===== src/core/fdsm_pkg.sv =====
// constants for the fast detect and signal monitor control block
package fdsm_pkg;
  // register indices; byte address is four times the index
  localparam int             IDX_W          = 12;
  localparam int             ADDR_LSB       = 2;
  localparam logic [11:0]    IDX_UP_LO      = 12'h247;
  localparam logic [11:0]    IDX_UP_HI      = 12'h248;
  localparam logic [11:0]    IDX_LO_LO      = 12'h249;
  localparam logic [11:0]    IDX_LO_HI      = 12'h24a;
  localparam logic [11:0]    IDX_DW_LO      = 12'h24b;
  localparam logic [11:0]    IDX_DW_HI      = 12'h24c;
  localparam logic [11:0]    IDX_SYNC_CTL   = 12'h26f;
  localparam logic [11:0]    IDX_MON_CTL    = 12'h270;
  localparam logic [11:0]    IDX_IRQ_STAT   = 12'h280;
  localparam logic [11:0]    IDX_IRQ_MASK   = 12'h281;

  // field layout
  localparam int             BYTE_W         = 8;
  localparam int             SYNC_EN_BIT    = 0;
  localparam int             SYNC_NEXT_BIT  = 1;
  localparam int             SYNC_W         = 2;
  localparam int             PEAK_EN_BIT    = 1;

  // interrupt status bits
  localparam int             IRQ_W          = 3;
  localparam int             IRQ_ALARM_ON   = 0;
  localparam int             IRQ_ALARM_OFF  = 1;
  localparam int             IRQ_SYNC       = 2;

  // reset values
  localparam logic [7:0]     RST_BYTE       = 8'h00;
  localparam logic [1:0]     RST_SYNC       = 2'h0;
  localparam logic [2:0]     RST_IRQ        = 3'h0;
  localparam logic [31:0]    RST_WORD       = 32'h0000_0000;

  // ahb-lite codes
  localparam int             HTRANS_ACT_BIT = 1;
  localparam logic           HRESP_OKAY     = 1'b0;
endpackage


===== src/core/fdsm_ctrl.sv =====
// fast detect thresholds, dwell, signal monitor sync and peak enable over ahb-lite
//
// The implementer's own choice: register access over AHB-Lite.
`timescale 1ns/1ps
`default_nettype none

module fdsm_ctrl #(
  parameter int MAG_W   = 13,
  parameter int DWELL_W = 16
) (
  input  wire logic              clock,
  input  wire logic              resetn,
  input  wire logic              hsel,
  input  wire logic [31:0]       haddr,
  input  wire logic [1:0]        htrans,
  input  wire logic              hwrite,
  input  wire logic [2:0]        hsize,
  input  wire logic [31:0]       hwdata,
  input  wire logic              hready,
  output logic                   hreadyout,
  output logic                   hresp,
  output logic [31:0]            hrdata,
  input  wire logic [MAG_W-1:0]  fine_magnitude,
  input  wire logic              sysref_pin,
  output logic                   threshold_alarm_output,
  output logic                   monitor_sync_pulse,
  output logic                   peak_detect_enable,
  output logic                   irq
);
  localparam int HI_W = MAG_W - fdsm_pkg::BYTE_W;

  if (MAG_W <= fdsm_pkg::BYTE_W || MAG_W > 2 * fdsm_pkg::BYTE_W) begin : g_bad_mag
    $error("fdsm_ctrl: MAG_W must lie in 9..16");
  end
  if (DWELL_W != 2 * fdsm_pkg::BYTE_W) begin : g_bad_dwell
    $error("fdsm_ctrl: DWELL_W must be two bytes");
  end

  function automatic logic [fdsm_pkg::IDX_W-1:0] word_index(input logic [31:0] a);
    word_index = a[fdsm_pkg::ADDR_LSB +: fdsm_pkg::IDX_W];
  endfunction

  // register storage
  logic [7:0]               up_lo_reg;
  logic [HI_W-1:0]          up_hi_reg;
  logic [7:0]               lo_lo_reg;
  logic [HI_W-1:0]          lo_hi_reg;
  logic [7:0]               dw_lo_reg;
  logic [7:0]               dw_hi_reg;
  logic [1:0]               sync_ctl_reg;
  logic [fdsm_pkg::IRQ_W-1:0] irq_stat_reg;
  logic [fdsm_pkg::IRQ_W-1:0] irq_mask_reg;

  // bus state
  logic                     wr_pend_reg;
  logic                     rd_pend_reg;
  logic [fdsm_pkg::IDX_W-1:0] idx_reg;
  logic                     take;

  // datapath state
  logic [DWELL_W-1:0]       dwell_cnt_reg;
  logic                     sysref_meta_reg;
  logic                     sysref_sync_reg;
  logic                     sysref_prev_reg;

  logic [MAG_W-1:0]         up_thr;
  logic [MAG_W-1:0]         lo_thr;
  logic [DWELL_W-1:0]       dwell_val;
  logic                     above_up;
  logic                     below_lo;
  logic                     sysref_edge;
  logic                     valid_edge;
  logic                     alarm_next;
  logic [fdsm_pkg::IRQ_W-1:0] irq_set;
  logic                     wr_sync;
  logic [31:0]              rd_word;

  assign take = hsel && hready && htrans[fdsm_pkg::HTRANS_ACT_BIT];
  assign wr_sync = wr_pend_reg && idx_reg == fdsm_pkg::IDX_SYNC_CTL;

  // ahb-lite: writes without wait, reads with one wait state so the
  // data always reflects a write that completed just before
  always_ff @(posedge clock or negedge resetn) begin
    if (!resetn) begin
      wr_pend_reg <= 1'b0;
      rd_pend_reg <= 1'b0;
      idx_reg     <= '0;
      hreadyout   <= 1'b1;
      hresp       <= fdsm_pkg::HRESP_OKAY;
      hrdata      <= fdsm_pkg::RST_WORD;
    end else begin
      hresp       <= fdsm_pkg::HRESP_OKAY;
      wr_pend_reg <= take && hwrite;
      if (take) begin
        idx_reg <= word_index(haddr);
      end
      if (take && !hwrite) begin
        rd_pend_reg <= 1'b1;
        hreadyout   <= 1'b0;
      end else if (rd_pend_reg) begin
        rd_pend_reg <= 1'b0;
        hreadyout   <= 1'b1;
        hrdata      <= rd_word;
      end
    end
  end

  // read mux; unmapped indices and reserved bits read zero
  always_comb begin
    rd_word = fdsm_pkg::RST_WORD;
    unique case (idx_reg)
      fdsm_pkg::IDX_UP_LO:    rd_word[7:0]      = up_lo_reg;
      fdsm_pkg::IDX_UP_HI:    rd_word[HI_W-1:0] = up_hi_reg;
      fdsm_pkg::IDX_LO_LO:    rd_word[7:0]      = lo_lo_reg;
      fdsm_pkg::IDX_LO_HI:    rd_word[HI_W-1:0] = lo_hi_reg;
      fdsm_pkg::IDX_DW_LO:    rd_word[7:0]      = dw_lo_reg;
      fdsm_pkg::IDX_DW_HI:    rd_word[7:0]      = dw_hi_reg;
      fdsm_pkg::IDX_SYNC_CTL: rd_word[1:0]      = sync_ctl_reg;
      fdsm_pkg::IDX_MON_CTL:  rd_word[fdsm_pkg::PEAK_EN_BIT] = peak_detect_enable;
      fdsm_pkg::IDX_IRQ_STAT: rd_word[fdsm_pkg::IRQ_W-1:0] = irq_stat_reg;
      fdsm_pkg::IDX_IRQ_MASK: rd_word[fdsm_pkg::IRQ_W-1:0] = irq_mask_reg;
      default:                rd_word = fdsm_pkg::RST_WORD;
    endcase
  end

  // threshold and dwell registers; reserved high bits are simply not stored
  always_ff @(posedge clock or negedge resetn) begin
    if (!resetn) begin
      up_lo_reg <= fdsm_pkg::RST_BYTE;
      up_hi_reg <= '0;
      lo_lo_reg <= fdsm_pkg::RST_BYTE;
      lo_hi_reg <= '0;
      dw_lo_reg <= fdsm_pkg::RST_BYTE;
      dw_hi_reg <= fdsm_pkg::RST_BYTE;
    end else if (wr_pend_reg) begin
      unique case (idx_reg)
        fdsm_pkg::IDX_UP_LO: up_lo_reg <= hwdata[7:0];
        fdsm_pkg::IDX_UP_HI: up_hi_reg <= hwdata[HI_W-1:0];
        fdsm_pkg::IDX_LO_LO: lo_lo_reg <= hwdata[7:0];
        fdsm_pkg::IDX_LO_HI: lo_hi_reg <= hwdata[HI_W-1:0];
        fdsm_pkg::IDX_DW_LO: dw_lo_reg <= hwdata[7:0];
        fdsm_pkg::IDX_DW_HI: dw_hi_reg <= hwdata[7:0];
        default: ;
      endcase
    end
  end

  // peak detector enable
  always_ff @(posedge clock or negedge resetn) begin
    if (!resetn) begin
      peak_detect_enable <= 1'b0;
    end else if (wr_pend_reg && idx_reg == fdsm_pkg::IDX_MON_CTL) begin
      peak_detect_enable <= hwdata[fdsm_pkg::PEAK_EN_BIT];
    end
  end

  // fast detect
  assign up_thr    = {up_hi_reg, up_lo_reg};
  assign lo_thr    = {lo_hi_reg, lo_lo_reg};
  assign dwell_val = {dw_hi_reg, dw_lo_reg};
  assign above_up  = fine_magnitude > up_thr;
  assign below_lo  = fine_magnitude < lo_thr;

  // release on the dwell-th consecutive sample below; a dwell of zero acts as one
  always_comb begin
    alarm_next = threshold_alarm_output;
    if (above_up) begin
      alarm_next = 1'b1;
    end else if (threshold_alarm_output && below_lo && dwell_cnt_reg <= 1) begin
      alarm_next = 1'b0;
    end
  end

  always_ff @(posedge clock or negedge resetn) begin
    if (!resetn) begin
      threshold_alarm_output <= 1'b0;
      dwell_cnt_reg          <= '0;
    end else begin
      threshold_alarm_output <= alarm_next;
      if (above_up || !below_lo || !threshold_alarm_output) begin
        dwell_cnt_reg <= dwell_val;
      end else if (dwell_cnt_reg > 1) begin
        dwell_cnt_reg <= dwell_cnt_reg - 1'b1;
      end
    end
  end

  // sysref pin crossing; first stage feeds only the second
  always_ff @(posedge clock or negedge resetn) begin
    if (!resetn) begin
      sysref_meta_reg <= 1'b0;
      sysref_sync_reg <= 1'b0;
      sysref_prev_reg <= 1'b0;
    end else begin
      sysref_meta_reg <= sysref_pin;
      sysref_sync_reg <= sysref_meta_reg;
      sysref_prev_reg <= sysref_sync_reg;
    end
  end

  assign sysref_edge = sysref_sync_reg && !sysref_prev_reg;
  assign valid_edge  = sysref_edge && sync_ctl_reg[fdsm_pkg::SYNC_EN_BIT];

  // a software write in the capture cycle wins, so re-arming is never lost
  always_ff @(posedge clock or negedge resetn) begin
    if (!resetn) begin
      sync_ctl_reg       <= fdsm_pkg::RST_SYNC;
      monitor_sync_pulse <= 1'b0;
    end else begin
      monitor_sync_pulse <= valid_edge;
      if (wr_sync) begin
        sync_ctl_reg <= hwdata[fdsm_pkg::SYNC_W-1:0];
      end else if (valid_edge && sync_ctl_reg[fdsm_pkg::SYNC_NEXT_BIT]) begin
        sync_ctl_reg[fdsm_pkg::SYNC_EN_BIT] <= 1'b0;
      end
    end
  end

  // interrupts: sticky, write one to clear, set wins over clear
  assign irq_set[fdsm_pkg::IRQ_ALARM_ON]  = alarm_next && !threshold_alarm_output;
  assign irq_set[fdsm_pkg::IRQ_ALARM_OFF] = !alarm_next && threshold_alarm_output;
  assign irq_set[fdsm_pkg::IRQ_SYNC]      = valid_edge;

  always_ff @(posedge clock or negedge resetn) begin
    if (!resetn) begin
      irq_stat_reg <= fdsm_pkg::RST_IRQ;
      irq_mask_reg <= fdsm_pkg::RST_IRQ;
      irq          <= 1'b0;
    end else begin
      if (wr_pend_reg && idx_reg == fdsm_pkg::IDX_IRQ_STAT) begin
        irq_stat_reg <= (irq_stat_reg & ~hwdata[fdsm_pkg::IRQ_W-1:0]) | irq_set;
      end else begin
        irq_stat_reg <= irq_stat_reg | irq_set;
      end
      if (wr_pend_reg && idx_reg == fdsm_pkg::IDX_IRQ_MASK) begin
        irq_mask_reg <= hwdata[fdsm_pkg::IRQ_W-1:0];
      end
      irq <= |(irq_stat_reg & irq_mask_reg);
    end
  end

  // checks
  property p_upper_trip;
    @(posedge clock) disable iff (!resetn)
      fine_magnitude > up_thr |=> threshold_alarm_output;
  endproperty
  a_upper_trip: assert property (p_upper_trip) else $error("alarm missed upper crossing");

  property p_release_below;
    @(posedge clock) disable iff (!resetn)
      $fell(threshold_alarm_output) |-> $past(fine_magnitude) < $past(lo_thr);
  endproperty
  a_release_below: assert property (p_release_below) else $error("release not below lower");

  property p_dwell_hold;
    @(posedge clock) disable iff (!resetn)
      (threshold_alarm_output && below_lo && !above_up && dwell_cnt_reg > 1)
        |=> threshold_alarm_output && dwell_cnt_reg == $past(dwell_cnt_reg) - 1;
  endproperty
  a_dwell_hold: assert property (p_dwell_hold) else $error("alarm released before dwell");

  property p_reload;
    @(posedge clock) disable iff (!resetn)
      (threshold_alarm_output && !below_lo && !wr_pend_reg)
        |=> threshold_alarm_output && dwell_cnt_reg == $past(dwell_val);
  endproperty
  a_reload: assert property (p_reload) else $error("dwell counter not reloaded");

  property p_sync_off;
    @(posedge clock) disable iff (!resetn)
      !sync_ctl_reg[fdsm_pkg::SYNC_EN_BIT] |=> !monitor_sync_pulse;
  endproperty
  a_sync_off: assert property (p_sync_off) else $error("sync pulse while disabled");

  property p_continuous;
    @(posedge clock) disable iff (!resetn)
      (sysref_edge && sync_ctl_reg == 2'h1 && !wr_sync)
        |=> monitor_sync_pulse && sync_ctl_reg == 2'h1;
  endproperty
  a_continuous: assert property (p_continuous) else $error("continuous sync lost");

  property p_next_clear;
    @(posedge clock) disable iff (!resetn)
      (sysref_edge && sync_ctl_reg == 2'h3 && !wr_sync)
        |=> monitor_sync_pulse && sync_ctl_reg == 2'h2;
  endproperty
  a_next_clear: assert property (p_next_clear) else $error("next-edge enable not cleared");

  property p_peak;
    @(posedge clock) disable iff (!resetn)
      (wr_pend_reg && idx_reg == fdsm_pkg::IDX_MON_CTL)
        |=> peak_detect_enable == $past(hwdata[fdsm_pkg::PEAK_EN_BIT]);
  endproperty
  a_peak: assert property (p_peak) else $error("peak enable not written");

  property p_reserved_zero;
    @(posedge clock) disable iff (!resetn)
      (rd_pend_reg && (idx_reg == fdsm_pkg::IDX_UP_HI || idx_reg == fdsm_pkg::IDX_SYNC_CTL))
        |=> hrdata[31:HI_W] == '0 && hreadyout;
  endproperty
  a_reserved_zero: assert property (p_reserved_zero) else $error("reserved bits read nonzero");

  property p_trip_only;
    @(posedge clock) disable iff (!resetn)
      (!threshold_alarm_output && !above_up) |=> !threshold_alarm_output;
  endproperty
  a_trip_only: assert property (p_trip_only) else $error("stray alarm rise");

  property p_thr_hold;
    @(posedge clock) disable iff (!resetn)
      !wr_pend_reg |=> $stable(up_thr) && $stable(lo_thr) && $stable(dwell_val);
  endproperty
  a_thr_hold: assert property (p_thr_hold) else $error("config moved");

  property p_peak_hold;
    @(posedge clock) disable iff (!resetn)
      !(wr_pend_reg && idx_reg == fdsm_pkg::IDX_MON_CTL) |=> $stable(peak_detect_enable);
  endproperty
  a_peak_hold: assert property (p_peak_hold) else $error("peak enable moved");

  property p_next_ignore;
    @(posedge clock) disable iff (!resetn)
      (sync_ctl_reg == 2'h2 && !wr_sync) |=> !monitor_sync_pulse && sync_ctl_reg == 2'h2;
  endproperty
  a_next_ignore: assert property (p_next_ignore) else $error("later edge not ignored");

  property p_one_pulse;
    @(posedge clock) disable iff (!resetn)
      monitor_sync_pulse |=> !monitor_sync_pulse;
  endproperty
  a_one_pulse: assert property (p_one_pulse) else $error("sync pulse too long");

endmodule
`default_nettype wire


===== config.mk =====
export PLATFORM = sky130hd
export DESIGN_NAME = fdsm_ctrl
export DESIGN_NICKNAME = d
export VERILOG_FILES = /design/src/core/fdsm_pkg.sv /design/src/core/fdsm_ctrl.sv
export SDC_FILE = /design/constraint.sdc
export NUM_CORES = 1
export LEC_CHECK = 0
export ABC_AREA = 1
export CAP_MARGIN = 40
export CORE_MARGIN = 3
export CORE_UTILIZATION = 41
export DETAILED_ROUTE_END_ITERATION = 12
export DONT_BUFFER_PORTS = 1
export SLEW_MARGIN = 20
export SYNTH_ARGS = -nofsm -noshare
export SYNTH_HDL_FRONTEND = slang
export SYNTH_SLANG_ARGS = --single-unit

===== constraint.sdc =====
create_clock -name clock -period 1.8 [get_ports clock]
set_input_delay 0.36 -clock clock [delete_from_list [all_inputs] [get_ports clock]]
set_output_delay 0.36 -clock clock [all_outputs]
set_load 0.01 [all_outputs]

Word level (Yosys, flattened, before mapping)
Cells that the tools add are included.

Register bits: 96. Bits of input ports: 88. Output and inout bits: 38. Logic and storage cells: 92.

Add/subtract/negate cells: 1. $lt $le $gt $ge: 4. Equal/unequal tests: 10. Mux-type cells: 15. Bitwise operators: 6. Reductions and logical operators: 33.

Operators by type and width (count): $eq A12 B10 Y1 const B (10); $mux W16 (2); $gt A16 B1 Y1 const B (1); $le A16 B1 Y1 const B (1); $sub A16 B1 Y16 const B (1); $logic_and A1 B1 Y1 (15); $reduce_and A2 Y1 (7); $gt A13 B13 Y1 (1); $lt A13 B13 Y1 (1); $pmux W2 S6 (1); $pmux W3 S4 (1); $pmux W1 S10 (1); $pmux W1 S9 (1); $pmux W1 S8 (1); $mux W1 (7); $and A3 B3 Y3 (2); $or A3 B3 Y3 (2); $reduce_bool A2 Y1 (3); $logic_not A1 Y1 (5); $mux W3 (1); $not A3 Y3 (1); $reduce_or A3 Y1 (1); $logic_or A1 B1 Y1 (2); $not A1 Y1 (1).

Depth between registers and ports, before layout
Gate-level depths: netlist (run 1).

Depth in word-level cells: 9. Mapped depth: 13. Mapped depth without buffers: 13.

Worst setup path after synthesis (run 1)
OpenSTA, ideal clock, no wires.

Path kind: reg-to-reg. From: register lo_hi_reg[0]. To: register dwell_cnt_reg[15]. Library setup time: 0.126 ns. Data arrival time: 1.543 ns. Required time: 1.674 ns. Slack: 0.131 ns. Stages on the path, launching flop included: 14. Path buffers: 1. Period minus slack after synthesis: 1.669 ns. Path through: dfrtp_1 > inv_1 > ha_1 > nand2_1 > inv_1 > nand2_1 > nand2_1 > a21oi_1 > nand2_1 > nor2_4 > nand2_2 > buf_4 > nand2_1 > o21ai_0.

Longest elaborated chain between the ends: 5. Elaborated cells on any way between the ends: 6. Classes of those cells: order compare (1); mux (1); reduce/logical (4).

Ends and longest elaborated chain: start: declaration (RTL line fdsm_ctrl.sv:47) `logic [HI_W-1:0] lo_hi_reg;`; start signal: assignment (RTL line fdsm_ctrl.sv:140) `fdsm_pkg::IDX_LO_HI: lo_hi_reg <= hwdata[HI_W-1:0];`; $lt A13 B13 Y1 * (RTL line fdsm_ctrl.sv:162) `assign below_lo = fine_magnitude < lo_thr;`; $logic_not A1 Y1 * (RTL line fdsm_ctrl.sv:180) `if (above_up || !below_lo || !threshold_alarm_output) begin`; $logic_or A1 B1 Y1 * (2 in series) (RTL line fdsm_ctrl.sv:180); $mux W16 / $reduce_bool A2 Y1 (equally long branches); end signal: assignment (RTL line fdsm_ctrl.sv:181) `dwell_cnt_reg <= dwell_val;`; end signal: assignment (RTL line fdsm_ctrl.sv:183) `dwell_cnt_reg <= dwell_cnt_reg - 1'b1;`; end: declaration (RTL line fdsm_ctrl.sv:61) `logic [DWELL_W-1:0] dwell_cnt_reg;`.

Every way passes the cells marked *; elsewhere a longest branch is shown, timed or not. A chain may end at the register's enable or synchronous reset.

Worst setup path in the final report (run 1)
From: register up_hi_reg[0]. To: register dwell_cnt_reg[13].

Longest elaborated chain between the ends: 4. Elaborated cells on any way between the ends: 5. Classes of those cells: order compare (1); mux (1); reduce/logical (3).

Ends and longest elaborated chain: start: declaration (RTL line fdsm_ctrl.sv:45) `logic [HI_W-1:0] up_hi_reg;`; start signal: assignment (RTL line fdsm_ctrl.sv:138) `fdsm_pkg::IDX_UP_HI: up_hi_reg <= hwdata[HI_W-1:0];`; $gt A13 B13 Y1 * (RTL line fdsm_ctrl.sv:161) `assign above_up = fine_magnitude > up_thr;`; $logic_or A1 B1 Y1 * (2 in series) (RTL line fdsm_ctrl.sv:180); $mux W16 / $reduce_bool A2 Y1 (equally long branches).

Marked as above.

==> results of run 1 <==
## Yosys cell counts
| cell | instances | area, um2 |
|---|---|---|
| nand3_2 | 2 | 20.0 |
| o21ai_1 | 19 | 95.1 |
| nor2_1 | 60 | 225 |
| nand3_1 | 50 | 250 |
| nand4_2 | 1 | 12.5 |
| xor2_1 | 11 | 96.3 |
| o22ai_1 | 3 | 18.8 |
| nand4_1 | 6 | 37.5 |
| a21oi_1 | 19 | 95.1 |
| buf_1 | 1 | 3.75 |
| o21ai_0 | 42 | 210 |
| nor3_4 | 1 | 16.3 |
| buf_2 | 3 | 15.0 |
| nand2_1 | 192 | 721 |
| nand3b_1 | 1 | 7.51 |
| nor2_2 | 6 | 37.5 |
| nand2_2 | 8 | 50.1 |
| inv_2 | 6 | 22.5 |
| conb_1 | 1 | 3.75 |
| nor3_1 | 3 | 15.0 |
| nor3_2 | 1 | 10.0 |
| nor3b_2 | 2 | 25.0 |
| ha_1 | 27 | 338 |
| mux2_2 | 4 | 45.0 |
| dfstp_2 | 1 | 26.3 |
| buf_4 | 27 | 203 |
| nor2_8 | 2 | 40.0 |
| o21ai_2 | 18 | 158 |
| nand2_4 | 4 | 45.0 |
| buf_6 | 6 | 67.6 |
| dfrtp_1 | 95 | 2380 |
| inv_1 | 71 | 267 |
| nor2_4 | 5 | 56.3 |
| xnor2_1 | 2 | 17.5 |
| clkbuf_1 | 2 | 7.51 |
## worst max-delay path: stages (launching register included)
cell	delay, ns
dfrtp_1	0.40
inv_2	0.08
ha_4	0.20
a21oi_1	0.18
nand2_2	0.11
a21oi_2	0.14
nand2_1	0.07
nand2_2	0.14
nand2_4	0.13
clkbuf_16	0.19
nand2_2	0.05
o21ai_1	0.06
## metal layers
layer	vias to the layer above	routed length (um)	GRT usage, %
li1	2285	-	-
met1	2209	6210	24.7
met2	155	6590	29.9
met3	15	871	5.12
met4	0	250	5.88
met5	-	0	0
## worst max path at each step
stage / from / to / slack (ns) / depth (start not counted)
after detailed placement: lo_hi_reg[4] / dwell_cnt_reg[6] / -0.21 / 13
after floorplan: lo_hi_reg[0] / dwell_cnt_reg[15] / 0.13 / 13
after CTS: lo_hi_reg[3] / dwell_cnt_reg[2] / -0.03 / 13
after global routing: lo_lo_reg[2] / dwell_cnt_reg[13] / -0.21 / 13
after global placement: lo_hi_reg[4] / dwell_cnt_reg[4] / -0.13 / 13
final: up_hi_reg[0] / dwell_cnt_reg[13] / -0.06 / 11
## power by group
part	internal, uW	switching, uW
clock network	1040	780
registers	2240	89.5
logic	157	290
## area by class of cell
class / instances / area [um2]
Fill cell: 1270 / 6630
Multi-Input combinational cell: 514 / 3100
Sequential cell: 96 / 2400
Inverter: 77 / 289
Timing Repair Buffer: 50 / 430
Tap cell: 176 / 220
Clock buffer: 14 / 274
## cells by family after synthesis
| kind of cell | share of synthesized area (%) |
|---|---|
| muxes | 0.799 |
| xor gates and xnor gates | 2.02 |
| DFF | 42.7 |
| AOI/OAI and AO/OA | 10.2 |
| buffers and inverters | 10.4 |
| adders and majority gates | 5.99 |
| other | 0.0665 |
| and+or+nand+nor | 27.8 |
## metrics by stage
step / area, um2 / setup TNS [ns]
after detailed placement: 5920 / -2.67
after CTS: 6260 / -0.216
after floorplan: 5730 / 0
after global routing: 6720 / -3.25
final: 6720 / -0.542
after global placement: 5920 / -1.52
## repair_timing
item                       CTS  global route
buffers inserted             2            12
setup endpoints to repair   17            43
gates resized for setup     19            81
gates cloned                 0             2
hold endpoints to repair    96            96
pin swaps                    2            22
==> reports/results.ini, run 1 <==
[run_status]
status=finished, violations left
violations=negative hold slack, negative setup slack

[sta]
hold_viol=96
finalSetupViolCount=16
whs_ns=-0.298
fmax_mhz=538
rsz0062_at_grt=true
fin_skew_ns=0.00689
maxSlewHeadroom_pct=56.9
layout_setup_ws_ns=-0.0574
post-route-min-period_ns=1.86
tightest_slew_ns=0.647
fin_crit_sh_pct=103
slew_violations=0

[clock_network]
clock_latency_ns=0.35
cts_buffers=9
clkSlewWorstSetupHoldPaths_ns=0.06
h-tree-depth=3
cts_buffer_depth=2
cts.sinks=96
cts_tree=done
clock-root-buffer=clkbuf_16

[logic_synthesis]
yosys_register_bits=96
yosysWarnings=0
syn-cell-area_um2=5640
yosysSeqAreaShare_pct=42.7
synth.avg_cell_area_um2=8.03
yosys.cell_types.count=35
syn_inst=702

[floorplan]
die_y_um=123
start_util_pct=42.2
die_w_um=123
die_area_um2=15200
core_um2=13300
num_rows=42
io-pin-count=126

[setup_path]
endpoint_kind=flip-flop
r2r-end=dwell_cnt_reg[13]
path_max_fanout=9
critPathArrivalTime_ns=2.09
r2r_cells=11
critPathRequiredTime_ns=2.04
crit_type=reg -> reg
start_kind=flip-flop
r2r_start=up_hi_reg[0]
r2r_slack_ns=-0.06

[placement]
dp_slack_ns=-0.213
hpwl_um=10100
dp.cells=897
gp_congestion=0.905
io_buffers=0

[routing]
vias=4664
drcViolationCount=0
wl_per_cell_um=15.0
vias_per_cell=5.03
drt-initial-drc-count=302
ant_nets=0
dr.pass1.iters=6
drt-total-wl_um=13900

[run]
cap_viol_max_count=0

[layout]
drive_gt1_share_pct=26.4
antenna_cells=0
final_common_cell=nand2_1
fin_util_pct=50.3
final_nets=863
layout.cells.non_filler=927
final_cell_mix=nand2_1, dfrtp_1, inv_1
syn_to_final_growth_pct=19.2
largest_reg_flops=16

[power]
p_leak_uw=0.00350
p_per_area_nw_per_um2=684
p_total_uw=4600
peakVddDrop_v=0.000587

[global_routing]
overflow=0
grt_util_all_layers_pct=18.7
first_global_vias=4491
grt_max_degree=97
antenna_found_initial=0
grt_pass1_wl_um=21900

[hold_path]
hold_class=in -> async

Power figures use the tool's default switching activity.
==> run 2, diff against run 1 <==
--- a/config.mk
+++ b/config.mk
@@ -11,6 +11,7 @@
 export CORE_UTILIZATION = 41
 export DETAILED_ROUTE_END_ITERATION = 12
 export DONT_BUFFER_PORTS = 1
+export REMOVE_ABC_BUFFERS = 1
 export SLEW_MARGIN = 20
 export SYNTH_ARGS = -nofsm -noshare
 export SYNTH_HDL_FRONTEND = slang
==> run 2 against run 1 <==
The run ends with negative hold slack left; register-to-register slack improved by 0.06 ns; critical path type unchanged; clock-buffer cell count decreased by 4; fmax increased by 3.6%; non-clock buffer count decreased by 7; sequential share of layout area increased by 0.89 points; utilization decreased by 1.2 points; first-iteration DRC count increased by 12%.
==> reports/results.ini, run 2 (synthesized netlist as in run 1, its figures left out) <==
[setup_path]
start_kind=flip-flop  ; unchanged
crit_type=reg -> reg  ; unchanged
path_max_fanout=9  ; unchanged
r2r_start=up_lo_reg[6]  ; was up_hi_reg[0]
r2r-end=dwell_cnt_reg[9]  ; was dwell_cnt_reg[13]
r2r_cells=12  ; was 11
critPathRequiredTime_ns=2.08  ; was 2.04 ns
endpoint_kind=flip-flop  ; unchanged
r2r_slack_ns=0.007  ; was -0.06 ns
critPathArrivalTime_ns=2.07  ; was 2.09 ns

[layout]
syn_to_final_growth_pct=16.4  ; was 19.2%
drive_gt1_share_pct=22.5  ; was 26.4%
largest_reg_flops=16  ; unchanged
antenna_cells=0  ; unchanged
final_cell_area_um2=6560  ; was 6720 um2
fillers=1308  ; was 1270
final_nets=856  ; was 863
layout.cells.non_filler=922  ; was 927
final_cell_mix=nand2_1, dfrtp_1, inv_1  ; unchanged
final_common_cell=nand2_1  ; unchanged

[placement]
gp_congestion=0.856  ; was 0.905
io_buffers=0  ; unchanged
dp.cells=898  ; was 897
hpwl_um=10100  ; about the same
placed_cell_area_um2=5920  ; about the same

[power]
peakVddDrop_v=0.000747  ; was 0.000587 V
p_int_uw=3630  ; was 3440 uW
share_clk_of_total_power_pct=43.2  ; was 39.5%
p_total_uw=4830  ; was 4600 uW
p_seq_share_pct=48.1  ; was 50.7%
p_leak_uw=0.00350  ; about the same
p_per_area_nw_per_um2=737  ; was 684 nW/um2
combPwrFrac_pct=8.7  ; was 9.7%
switchingPower_uw=1200  ; was 1160 uW
switching_share_pct=24.8  ; was 25.2%

[floorplan]
start_util_pct=42.2  ; unchanged
core_um2=13300  ; unchanged
io-pin-count=126  ; unchanged
die_area_um2=15200  ; unchanged
die_y_um=123  ; unchanged
die_w_um=123  ; unchanged
num_rows=42  ; unchanged

[global_routing]
grt_util_all_layers_pct=18.7  ; about the same
grt_max_degree=97  ; unchanged
antenna_found_initial=0  ; unchanged
grt_use_met3_pct=5.40  ; was 5.12%
grt-busiest-layer=met2  ; unchanged
grt_use_met2_pct=30.4  ; was 29.9%
grt_pass1_wl_um=21800  ; was 21900 um
overflow=0  ; unchanged
first_global_vias=4431  ; was 4491
globalRouteMet1Util_pct=24.6  ; was 24.7%

[sta]
fin_crit_sh_pct=99.6  ; was 103%
fin_skew_ns=0.00925  ; was 0.00689 ns
hold_viol=96  ; unchanged
rsz0062_at_grt=true  ; unchanged
post-route-min-period_ns=1.79  ; was 1.86 ns
finalSetupViolCount=0  ; was 16
fmax_mhz=558  ; was 538 MHz
slew_violations=0  ; unchanged
whs_ns=-0.299  ; was -0.298 ns

[clock_network]
cts.sinks=96  ; unchanged
cts_buffer_depth=2  ; unchanged
cts_tree=done  ; unchanged
h-tree-depth=3  ; unchanged
clock-root-buffer=clkbuf_16  ; unchanged
clkSlewWorstSetupHoldPaths_ns=0.07  ; was 0.06 ns
cts_buffers=9  ; unchanged
clock_latency_ns=0.35  ; about the same

[routing]
ant_nets=0  ; unchanged
dr.pass1.iters=4  ; was 6
wl_per_cell_um=14.6  ; was 15.0 um
drcViolationCount=0  ; unchanged
vias=4474  ; was 4664
vias_per_cell=4.85  ; was 5.03
drt-initial-drc-count=337  ; was 302
drt-total-wl_um=13400  ; was 13900 um

[run]
cap_viol_max_count=0  ; unchanged

[run_status]
status=finished, violations left  ; unchanged
violations=negative hold slack  ; was negative hold slack, negative setup slack

[hold_path]
hold_class=in -> async  ; unchanged

## run 2: cell count changes in the layout (fill, tap and decap cells not counted), moves of 3 or more
cell / delta
buf_4: -5
clkinv_2: +3
inv_1: +5
inv_2: -5
nand2_1: +12
nand2_2: -5
nand2_4: -6
nor2_1: +3
o21ai_1: +4
o21ai_2: -5
## run 2: power groups by stage
stage	clock [uW]	combinational, uW	sequential [uW]
2_1_floorplan	0	295	2350
3_3_place_gp	0	381	2360
3_5_place_dp	0	393	2370
4_1_cts	2140	398	2330
5_1_grt	2230	479	2340
6_report	2090	419	2330
## run 2: worst max-delay path by stage
stage	endpoint	slack (ns)	cells past startpoint	from
after floorplan	dwell_cnt_reg[0]	0.05	13	lo_hi_reg[4]
after global routing	dwell_cnt_reg[9]	-0.11	13	up_hi_reg[2]
after detailed placement	dwell_cnt_reg[4]	-0.12	10	lo_hi_reg[0]
after CTS	dwell_cnt_reg[4]	-0.02	13	lo_hi_reg[3]
final	dwell_cnt_reg[9]	0.007	12	up_lo_reg[6]
after global placement	dwell_cnt_reg[5]	-0.06	11	lo_hi_reg[0]
## run 2: cell type report
type | count | area (um2) | share of cell area [%]
tap | 176 | 220 | 3.36
sequential | 96 | 2400 | 36.7
timing repair buffer | 43 | 360 | 5.50
multi-input combinational | 514 | 2960 | 45.2
inverter | 77 | 289 | 4.41
clock buffer | 10 | 239 | 3.64
clock inverter | 6 | 82.6 | 1.26
## run 2: per-stage QoR
stage	utilization (%)	setup slack, ns	TNS [ns]
CTS	47.3	-0.0201	-0.137
floorplan	-	0.0500	0
finish	49.1	0.00712	0
global placement	44.4	-0.0587	-0.655
detailed placement	44.4	-0.121	-1.31
global route	49.1	-0.114	-1.53
## run 2: repair_timing
item | CTS | global route
gates resized for setup | 17 | 45
hold endpoints to repair | 96 | 96
endpoints found under the setup margin | 17 | 22
setup buffers | 3 | 4
gates cloned | 0 | 1
pin swaps | 4 | 9
## run 2: layer usage
layer	share of wire, %	up-vias
met5	0	-
met4	0.86	0
met3	5.9	7
met2	47	98
met1	46	2098
li1	-	2271
## run 2: critical path: stages (launching register included)
cell and delay [ns]:
dfrtp_1 0.39, inv_2 0.09, ha_4 0.20, nand2_1 0.06, nand2_1 0.05, nand2_1 0.07
nand2_2 0.07, a21oi_2 0.15, nand2_1 0.07, nand2_2 0.13, nand2_4 0.11, clkbuf_16 0.18
o21ai_0 0.13
==> run 3, diff against run 2 <==
--- a/config.mk
+++ b/config.mk
@@ -5,7 +5,7 @@
 export SDC_FILE = /design/constraint.sdc
 export NUM_CORES = 1
 export LEC_CHECK = 0
-export ABC_AREA = 1
+export ABC_AREA = 0
 export CAP_MARGIN = 40
 export CORE_MARGIN = 3
 export CORE_UTILIZATION = 41
==> run 3 against run 2 <==
The flow finishes with violations (negative hold slack, negative setup slack); design area increased by 6.2%; global-route usage increased by 0.35 points; total power up 19%; die area is 6.3% lower; clock power is 9% lower; non-clock buffer count up 64; largest cell class unchanged.
==> reports/results.ini, run 3 <==
[hold_path]
hold_class=in -> async  ; unchanged

[logic_synthesis]
yosys_register_bits=96  ; unchanged
yosysSeqAreaShare_pct=45.7  ; was 42.7%
synth.cells.most_frequent=dfrtp_1, mux2_2, nor2_1  ; was nand2_1, dfrtp_1, inv_1
syn-cell-area_um2=5260  ; was 5640 um2
yosys.cell_types.count=61  ; was 35
syn_inst=475  ; was 702
yosysWarnings=0  ; unchanged
async_reset_ff_share_pct=100  ; unchanged
yosysMostFrequentCell=dfrtp_1  ; was nand2_1
synth.avg_cell_area_um2=11.1  ; was 8.03 um2
yosys.area.top_type=dfrtp_1  ; unchanged
ys.flop_type=dfrtp_1  ; unchanged
synth_edf_count=0  ; unchanged
netlist.area_leader.share_pct=45.2  ; was 42.2%
synthTopCellsByArea=dfrtp_1, mux2_2, ha_1, buf_4, nor2_1  ; was dfrtp_1, nand2_1, ha_1, inv_1, nand3_1

[sta]
rsz0062_at_grt=true  ; unchanged
fin_skew_ns=0.00866  ; was 0.00925 ns
finalSetupViolCount=73  ; was 0
fin_crit_sh_pct=138  ; was 99.6%
hold_viol=96  ; unchanged
post-route-min-period_ns=2.48  ; was 1.79 ns
tightest_slew_ns=0.676
whs_ns=-0.301  ; was -0.299 ns
fmax_mhz=403  ; was 558 MHz
layout_setup_ws_ns=-0.681  ; was 0.00712 ns
slew_violations=0  ; unchanged
maxSlewHeadroom_pct=54.9

[setup_path]
cp_slowest_cell=or4_4  ; was dfrtp_1
path_max_fanout=8  ; was 9
cpPeakStageDelay_ns=0.55  ; was 0.39 ns
start_kind=flip-flop  ; unchanged
critPathRequiredTime_ns=2.04  ; was 2.08 ns
critPathArrivalTime_ns=2.72  ; was 2.07 ns
crit_type=reg -> reg  ; unchanged
endpoint_kind=flip-flop  ; unchanged
path_cells=inv_2 > ha_4 > a21oi_2 > a21boi_1 > or4_4 > nor4b_4 > buf_6 > clkbuf_16 > mux2_2  ; was inv_2 > ha_4 > nand2_1 > nand2_1 > nand2_1 > nand2_2 > a21oi_2 > nand2_1 > nand2_2 > nand2_4 > clkbuf_16 > o21ai_0

[layout]
final_cell_area_um2=6960  ; was 6560 um2
final_nets=695  ; was 856
final_cell_mix=dfrtp_1, buf_4, mux2_2  ; was nand2_1, dfrtp_1, inv_1
final_common_cell=dfrtp_1  ; was nand2_1
drive_gt1_share_pct=45.1  ; was 22.5%
antenna_cells=0  ; unchanged
layout.cells.non_filler=753  ; was 922
syn_to_final_growth_pct=32.3  ; was 16.4%
largest_reg_flops=16  ; unchanged
fin_util_pct=56.8  ; was 49.1%

[global_routing]
antenna_found_initial=0  ; unchanged
grt_pass1_wl_um=21200  ; was 21800 um
first_global_vias=4029  ; was 4431
grt_util_all_layers_pct=19.0  ; was 18.7%
grt_max_degree=97  ; unchanged
overflow=0  ; unchanged

[power]
switching_share_pct=27.6  ; was 24.8%
p_leak_uw=0.00312  ; was 0.00350 uW
p_per_area_nw_per_um2=828  ; was 737 nW/um2
p_seq_share_pct=45.5  ; was 48.1%
combPwrFrac_pct=21.5  ; was 8.7%
share_clk_of_total_power_pct=33.0  ; was 43.2%
p_int_uw=4170  ; was 3630 uW
peakVddDrop_v=0.000551  ; was 0.000747 V
p_total_uw=5760  ; was 4830 uW
switchingPower_uw=1590  ; was 1200 uW

[clock_network]
h-tree-depth=3  ; unchanged
cts_buffer_depth=2  ; unchanged
cts_buffers=9  ; unchanged
cts_tree=done  ; unchanged
clock_latency_ns=0.35  ; about the same
cts.sinks=96  ; unchanged
clkSlewWorstSetupHoldPaths_ns=0.07  ; about the same
clock-root-buffer=clkbuf_16  ; unchanged

[placement]
placed_cell_area_um2=5990  ; was 5920 um2
dp.cells=717  ; was 898
gp_congestion=0.834  ; was 0.856
hpwl_um=9410  ; was 10100 um
io_buffers=0  ; unchanged

[routing]
vias_per_cell=5.25  ; was 4.85
wl_per_cell_um=18.2  ; was 14.6 um
drt-initial-drc-count=172  ; was 337
drt-total-wl_um=13700  ; was 13400 um
dr.pass1.iters=4  ; unchanged
drcViolationCount=0  ; unchanged
ant_nets=0  ; unchanged
vias=3952  ; was 4474

[floorplan]
io-pin-count=126  ; unchanged
die_w_um=119  ; was 123 um
die_y_um=119  ; was 123 um
core_um2=12300  ; was 13300 um2
start_util_pct=42.9  ; was 42.2%
num_rows=40  ; was 42
die_area_um2=14200  ; was 15200 um2

[run]
cap_viol_max_count=0  ; unchanged

[run_status]
violations=negative hold slack, negative setup slack  ; was negative hold slack
status=finished, violations left  ; unchanged

run 3: worst paths after layout:
path,cells after the start,end,from,slack [ns]
max in group asynchronous,0,hreadyout,resetn,1.90
worst min register to register,0,sysref_sync_reg,sysref_meta_reg,0.35
min in group clock,0,sysref_meta_reg,sysref_pin,0.03
worst max-delay path,9,dwell_cnt_reg[12],lo_hi_reg[3],-0.68
worst max register to register,9,dwell_cnt_reg[12],lo_hi_reg[3],-0.68
worst min-delay path,0,lo_hi_reg[4],resetn,-0.30
run 3: power by group through the flow:
| stage | sequential (uW) | clock, uW | combinational (uW) |
|---|---|---|---|
| after floorplan | 2610 | 0 | 562 |
| after global placement | 2620 | 0 | 978 |
| after detailed placement | 2630 | 0 | 1000 |
| after CTS | 2610 | 1940 | 1080 |
| after global routing | 2650 | 2040 | 1350 |
| final | 2620 | 1900 | 1240 |
run 3: metal layers:
layer	track usage, %	share of wire (%)	routed length, um	up-vias
li1	-	-	-	1856
met1	23.9	43	5870	1955
met2	31.6	48	6570	124
met3	5.70	7.4	1010	17
met4	5.73	1.7	228	0
met5	0	0	0	-
run 3: layout make-up:
| class | instances | area (um2) |
|---|---|---|
| fill | 1025 | 5300 |
| multi-input combinational | 333 | 3000 |
| sequential | 96 | 2400 |
| timing repair buffer | 107 | 936 |
| clock buffer | 11 | 233 |
| tap | 168 | 210 |
| inverter | 33 | 124 |
| clock inverter | 5 | 56.3 |
run 3: critical path, delay by kind of cell (launching register included):
kind                       cells  cell delay [ns]
buffers and inverters          3             0.41
DFF                            1             0.39
AOI/OAI and AO/OA              2             0.20
and+or+nand+nor                2             0.83
muxes                          1             0.34
adders and majority gates      1             0.20
run 3: timing repair:
action                     4_1_cts  5_1_grt
setup endpoints to repair       76       75
setup buffers                    6       14
pin swaps                       24       18
hold endpoints to repair        96       96
cloned                           0        2
resized for setup               61       45
run 3: logic make-up (layout without fill, tap and decap cells):
logic type      after synthesis  in the layout  share of synthesized area, %
compound gates               67             67                          8.92
xor+xnor                     12             12                          2.00
fa+ha+maj                    27             27                          6.42
buf+inv                      70            156                          7.18
flops                        96             96                          45.7
mux                          78             78                          16.6
other cells                   1             25                        0.0713
simple gates                124            124                          13.1
run 3: stage by stage:
step	setup TNS, ns	hold slack (ns)	worst slack (ns)
floorplan	-22.04	0.0644	-0.850
global placement	-19.72	0.0680	-0.630
detailed placement	-21.93	0.0691	-0.663
CTS	-16.46	-0.304	-0.592
global route	-24.17	-0.318	-0.741
finish	-19.11	-0.301	-0.681
